--- src/logic/sram_host_pkg.sv ---
package sram_host_pkg;
   // Geometry
   localparam int ADDR_W = 13;
   localparam int DATA_W = 8;
   // Clock
   localparam int CLK_PERIOD_NS = 20;
   // Timing of the fastest grade, in ns
   localparam int WRITE_WINDOW_WIDTH_NS = 60;
   localparam int SELECT_TO_WRITE_END_NS = 80;
   localparam int ADDR_SETUP_TO_WINDOW_NS = 0;
   localparam int DATA_OVERLAP_TIME_NS = 40;
   localparam int ADDR_ACCESS_TIME_NS = 100;
   localparam int READ_PERIOD_NS = 100;
   // Least times round up
   localparam int WRITE_CYC = (WRITE_WINDOW_WIDTH_NS + CLK_PERIOD_NS - 1) / CLK_PERIOD_NS;
   localparam int SEL_CYC = (SELECT_TO_WRITE_END_NS + CLK_PERIOD_NS - 1) / CLK_PERIOD_NS;
   localparam int DATA_CYC = (DATA_OVERLAP_TIME_NS + CLK_PERIOD_NS - 1) / CLK_PERIOD_NS;
   localparam int ACCESS_CYC = (ADDR_ACCESS_TIME_NS + CLK_PERIOD_NS - 1) / CLK_PERIOD_NS;
   localparam int READ_CYC = (READ_PERIOD_NS + CLK_PERIOD_NS - 1) / CLK_PERIOD_NS;
   // Write hold covers window and select time
   localparam int WR_HOLD_CYC = (SEL_CYC > WRITE_CYC) ? SEL_CYC : WRITE_CYC;
   localparam int CNT_W = 4;
   localparam logic [CNT_W-1:0] WR_CNT = CNT_W'(WR_HOLD_CYC - 1);
   // Two spare cycles keep the sample past the access time through the synchroniser
   localparam logic [CNT_W-1:0] RD_CNT = CNT_W'(ACCESS_CYC + 2);
   localparam logic [CNT_W-1:0] REC_CNT = CNT_W'(READ_CYC - 1);
endpackage

--- src/logic/sram_host.sv ---
`timescale 1ns/100ps
////////////////////////////////////////////////////////////////////////
module sram_host #(
   parameter int ADDR_W = sram_host_pkg::ADDR_W,
   parameter int DATA_W = sram_host_pkg::DATA_W
) (
   // Clock and reset
   input wire logic CLK,
   input wire logic RESET_N,
   // User request
   input wire logic REQ_VALID,
   input wire logic REQ_WRITE,
   input wire logic [ADDR_W-1:0] REQ_ADDR,
   input wire logic [DATA_W-1:0] REQ_WDATA,
   output logic REQ_READY,
   output logic [DATA_W-1:0] RD_DATA,
   output logic RD_VALID,
   // Retention request
   input wire logic RETAIN,
   output logic RETAINED,
   // Memory pins
   output logic [ADDR_W-1:0] MEM_ADDR,
   output logic MEM_SELECT_LOW_ACTIVE_N,
   output logic MEM_SELECT_HIGH_ACTIVE,
   output logic MEM_WRITE_N,
   output logic MEM_OUTPUT_GATE_N,
   input wire logic [DATA_W-1:0] MEM_DATA_IN,
   output logic [DATA_W-1:0] MEM_DATA_OUT,
   output logic MEM_DATA_OE
);
   ////////////////////////////////////////////////////////////////////
   typedef enum logic [4:0] {
      ST_IDLE = 5'h01,
      ST_WRITE = 5'h02,
      ST_READ = 5'h04,
      ST_RETAIN = 5'h08,
      ST_RECOVER = 5'h10
   } state_type;

   typedef struct packed {
      state_type st;
      logic [sram_host_pkg::CNT_W-1:0] cnt;
      logic [ADDR_W-1:0] addr;
      logic [DATA_W-1:0] wdata;
      logic cs_n;
      logic cs2;
      logic we_n;
      logic oe_n;
      logic doe;
      logic [DATA_W-1:0] rdata;
      logic rvalid;
      logic [DATA_W-1:0] sync1;
      logic [DATA_W-1:0] sync2;
   } regs_type;

   regs_type q_r;
   regs_type q_nxt;

   ////////////////////////////////////////////////////////////////////
   always_comb begin
      q_nxt = q_r;
      q_nxt.rvalid = 1'b0;
      // Read data is asynchronous to CLK, so it is resynchronised
      q_nxt.sync1 = MEM_DATA_IN;
      q_nxt.sync2 = q_r.sync1;
      unique case (q_r.st)
         ST_IDLE: begin
            if (RETAIN) begin
               // Low select off, high select kept railed low
               q_nxt.cs_n = 1'b1;
               q_nxt.cs2 = 1'b0;
               q_nxt.we_n = 1'b1;
               q_nxt.oe_n = 1'b1;
               q_nxt.doe = 1'b0;
               q_nxt.st = ST_RETAIN;
            end else if (REQ_VALID && REQ_READY && REQ_WRITE) begin
               // All pins change in one edge
               q_nxt.addr = REQ_ADDR;
               q_nxt.wdata = REQ_WDATA;
               q_nxt.cs_n = 1'b0;
               q_nxt.cs2 = 1'b1;
               q_nxt.we_n = 1'b0;
               // Output gate high keeps the device off the data lines
               q_nxt.oe_n = 1'b1;
               q_nxt.doe = 1'b1;
               q_nxt.cnt = sram_host_pkg::WR_CNT;
               q_nxt.st = ST_WRITE;
            end else if (REQ_VALID && REQ_READY) begin
               q_nxt.addr = REQ_ADDR;
               q_nxt.cs_n = 1'b0;
               q_nxt.cs2 = 1'b1;
               q_nxt.we_n = 1'b1;
               q_nxt.oe_n = 1'b0;
               q_nxt.doe = 1'b0;
               q_nxt.cnt = sram_host_pkg::RD_CNT;
               q_nxt.st = ST_READ;
            end
         end
         ST_WRITE: begin
            // Window and selects held long enough
            if (q_r.cnt == '0) begin
               // Strobe rises first; data held one more cycle
               q_nxt.we_n = 1'b1;
               q_nxt.cs_n = 1'b1;
               q_nxt.cs2 = 1'b0;
               q_nxt.st = ST_IDLE;
            end else begin
               q_nxt.cnt = q_r.cnt - 1'b1;
            end
         end
         ST_READ: begin
            // Access time plus two synchroniser stages
            if (q_r.cnt == '0) begin
               q_nxt.rdata = q_r.sync2;
               q_nxt.rvalid = 1'b1;
               q_nxt.cs_n = 1'b1;
               q_nxt.cs2 = 1'b0;
               q_nxt.oe_n = 1'b1;
               q_nxt.st = ST_IDLE;
            end else begin
               q_nxt.cnt = q_r.cnt - 1'b1;
            end
         end
         ST_RETAIN: begin
            if (!RETAIN) begin
               q_nxt.cnt = sram_host_pkg::REC_CNT;
               q_nxt.st = ST_RECOVER;
            end
         end
         ST_RECOVER: begin
            // One read period before the next access
            if (q_r.cnt == '0) begin
               q_nxt.st = ST_IDLE;
            end else begin
               q_nxt.cnt = q_r.cnt - 1'b1;
            end
         end
         default: begin
            q_nxt.st = ST_IDLE;
         end
      endcase
      // Write data is released one cycle after the window closes; ready stays low meanwhile
      if (q_r.st == ST_IDLE && q_r.doe) begin
         q_nxt.doe = 1'b0;
      end
   end

   ////////////////////////////////////////////////////////////////////
   always_ff @(posedge CLK) begin
      if (!RESET_N) begin
         q_r <= '{st: ST_IDLE, cnt: '0, addr: '0, wdata: '0, cs_n: 1'b1, cs2: 1'b0,
                  we_n: 1'b1, oe_n: 1'b1, doe: 1'b0, rdata: '0, rvalid: 1'b0,
                  sync1: '0, sync2: '0};
      end else begin
         q_r <= q_nxt;
      end
   end

   ////////////////////////////////////////////////////////////////////
   // Ready waits for the previous write data to be released
   assign REQ_READY = (q_r.st == ST_IDLE) && !q_r.doe && !RETAIN;
   assign RD_DATA = q_r.rdata;
   assign RD_VALID = q_r.rvalid;
   assign RETAINED = (q_r.st == ST_RETAIN);
   assign MEM_ADDR = q_r.addr;
   assign MEM_SELECT_LOW_ACTIVE_N = q_r.cs_n;
   assign MEM_SELECT_HIGH_ACTIVE = q_r.cs2;
   assign MEM_WRITE_N = q_r.we_n;
   assign MEM_OUTPUT_GATE_N = q_r.oe_n;
   assign MEM_DATA_OUT = q_r.wdata;
   assign MEM_DATA_OE = q_r.doe;
endmodule

--- config.mk ---
export PLATFORM = sky130hd
export DESIGN_NAME = sram_host
export DESIGN_NICKNAME = d
export VERILOG_FILES = /design/src/logic/sram_host_pkg.sv /design/src/logic/sram_host.sv
export SDC_FILE = /design/constraint.sdc
export NUM_CORES = 1
export LEC_CHECK = 0
export BUFFER_PORTS_ARGS = -buffer_cell sky130_fd_sc_hd__buf_2
export CORE_MARGIN = 3
export CORE_UTILIZATION = 41
export CTS_BUF_LIST = sky130_fd_sc_hd__clkbuf_16
export DETAILED_ROUTE_END_ITERATION = 16
export PLACE_DENSITY = 0.68
export RECOVER_POWER = 25
export SYNTH_ARGS = -nofsm -noshare
export SYNTH_HDL_FRONTEND = slang
export SYNTH_SLANG_ARGS = --single-unit
--- constraint.sdc ---
create_clock -name CLK -period 1.8 [get_ports CLK]
set_input_delay 0.18 -clock CLK [delete_from_list [all_inputs] [get_ports CLK]]
set_output_delay 0.18 -clock CLK [all_outputs]
set_load 0.01 [all_outputs]
==> out/results.txt <==
outcome: completed
CTS Sinks: 60
global-route wire length before repair: 8535 microns
minimum clock period: 1.770 ns
PortBufs: 70
antenna-violating nets left: 0
Buffers & Inverters on Critical Path: 1
post-synthesis instance total: 284
CTS Hold Buffers Added: 0
routed vias: 2030
synth warn: 0
share of cells above drive strength 1: 32.66%
critical-path cell list: buf_4 > or4_1 > a21oi_2 > o21bai_4 > o21ai_0 > o221a_2
Die Footprint: 0.007152 sq mm
fin nets: 380
Slew HR: 47.85%
r2r worst-path depth: 6
CTS clock-pin slew for the worst setup and hold paths: 0.05 ns
total power draw: 3.629 mW
Die Y: 84.57 microns
P_sw: 916.9 uW
Max Cap Viol: 0
slowest stage cell, crit path: or4_1
Max Freq: 565.1 MHz
# setup viols final: 0
Area growth, synth to finish: 24.91%
Design Area, Final: 0.003162 sq mm
Lkg Pwr: 1.430 nW
Post-route DRC: 0
Net Count, Synth: 320
Pins Over Slew Limit: 0
Synth area leader: dfxtp_1
worst min-delay path class: in -> reg
Post-Route WL: 5233 microns
Hold Startpoint: MEM_DATA_IN[5]
Final period util: 98.31%
Remaining Overflow, GRT: 0
sequential share of power: 39.5%
Reg-to-Reg Start: q_r[57]
top cells by area, synth: dfxtp_1 47%, buf_4 8.6%, nand2_1 6.5%, a21oi_1 5.1%, mux2i_1 4.3%
Worst-Margin Slew: 0.7823 ns
Worst EP required: 2.01 ns
Clock Skews: 0.004180 ns
worst path arrival time: 1.98 ns
top-area cell type share of the netlist area: 47.45%
max incr delay on CP: 0.49 ns
via/cell ratio: 4.822
1st-iter DRT viols: 97
H-Tree Depth: 3
Ant. Diodes: 0
asr flop ratio synth: 0%
clk buf depth: 2
Comb power frac: 14.2%
CP startpoint kind: flip-flop
Routability Congestion: 0.8801
Die X: 84.57 microns
most frequent cells in the layout: 63 x buf_2, 59 x dfxtp_1, 44 x nand2_1
maximum number of pins on one net before global-route repair: 24
io pins: 71
Final Hold Viols: 0
dominant synthesized flop cell: dfxtp_1
register area share after synthesis: 47.45%
clock network power share: 46.3%
DR pass1 iterations: 4
root buf cell: clkbuf_16
Initial Utilization: 44.07%
vias in the first global route: 1953
Worst-Skew Late Latency: 0.32 ns
total CTS buffers: 9
crit-path max FO: 7
crit-path leading delay family: compound AO/OA/AOI/OAI gates
Pint: 2.712 mW
Levels on crit path: 6
core area: 0.005743 sq mm
commonest non-fill, non-tap cell in the layout: buf_2
Setup TNS: 0 ns
Crit. End Element: flip-flop
CTS tree: yes
Unique masters post-synth: 40
Sw Share: 25.27%
VDD IR max: 678.7 uV
Cell Area, Synth: 0.002531 sq mm
Fill cells: 527
Critical path destination: q_r[52]
worst setup path start: q_r[57]
critical path type: reg -> reg
All-Layer GR Usage: 15.01%
Area after DPL: 0.002804 sq mm
initial antenna violation count: 0
Syn Area/Cell: 8.913 sq um
post-DP HPWL: 3740 microns
EDFF count, synth: 0
pwr/cell area: 1148 mW/mm^2
FP Rows: 27
drt wl/cell: 12.43 microns
FF-to-FF End: q_r[52]
flop2flop setup slack: 0.03 ns
FF+latch count, synth: 60
unrepaired setup endpoints after global routing: true
synth_stat cells (all sizes together) (3+ instances only):
master   n
inv      5
nor3     6
nor2    21
mux2i   11
and2    16
nand3   11
o21ai    8
nor2b    3
a21oi   27
buf     34
clkbuf  10
nand2   45
dfxtp   60
routing by layer:
| layer | global-route usage [%] | routed length, microns | up-vias |
|---|---|---|---|
| met5 | 0 | 0 | - |
| met4 | 8.058 | 85 | 0 |
| met3 | 6.084 | 489 | 7 |
| met2 | 23.91 | 2356 | 89 |
| met1 | 17.14 | 2301 | 895 |
| li1 | - | - | 1039 |
timing repair:
action                                  CTS  global route
setup buffers                             1             5
endpoints found under the setup margin    2            13
pin swaps                                 1             3
gates resized for setup                   0             7
final cells by class:
cell class	count	area, sq um	area share [%]
Sequential cell	60	1205	38.11
Timing Repair Buffer	93	518.0	16.38
Multi-Input combinational cell	175	1028	32.53
Clock inverter	7	76.32	2.414
Tap cell	72	90.09	2.849
Clock buffer	9	225.2	7.123
Inverter	5	18.77	0.5936
how the worst min path moves through the flow:
stage          endpoint  slack [ns]  cells after the start
2_1_floorplan    q_r[0]        0.30                      1
3_3_place_gp   q_nxt[6]        0.38                      2
3_5_place_dp   q_nxt[6]        0.39                      2
4_1_cts        q_nxt[5]        0.04                      2
5_1_grt        q_nxt[2]        0.06                      2
6_report       q_nxt[5]        0.06                      2
power groups by stage:
stage               clock, mW  combinational, mW  sequential (mW)
floorplan                   0              0.330             1.45
global placement            0              0.472             1.46
detailed placement          0              0.479             1.46
CTS                      1.73              0.486             1.43
global route             1.79              0.567             1.44
finish                   1.68              0.514             1.43
cells by family (layout without fill, tap and decap cells):
| family | count (synthesis) | after routing | share of synthesized area [%] |
|---|---|---|---|
| flip-flops | 60 | 60 | 47.45 |
| AND/OR/NAND/NOR | 114 | 114 | 22.39 |
| buffers and inverters | 49 | 114 | 12.60 |
| adder cells (fa/ha/maj) | 2 | 2 | 0.9885 |
| multiplexers | 11 | 11 | 4.350 |
| AO/OA/AOI/OAI | 46 | 46 | 11.52 |
| XOR/XNOR | 2 | 2 | 0.6922 |
stage by stage:
stage                     worst slack, ns  std cells  utilization (%)  hold WS (ns)
after global routing             -0.08400        421            55.05       0.05637
after floorplan                   0.03562        284                -        0.3017
after CTS                        0.001746        416            54.20       0.04366
after detailed placement         0.007424        399            48.82        0.3881
final                             0.03035        421            55.05       0.05853
after global placement            0.05236        399            48.82        0.3840
registers in the layout, summed over array words and instances, names as in the netlist:
name,count
q_r,17
MEM_DATA_OUT,8
RD_DATA,8
MEM_DATA_OE,1
MEM_ADDR,13
MEM_OUTPUT_GATE_N,1
q_nxt,8
MEM_SELECT_HIGH_ACTIVE,1
RD_VALID,1
MEM_WRITE_N,1
MEM_SELECT_LOW_ACTIVE_N,1
No activity file was read; power rests on OpenSTA's default activity.
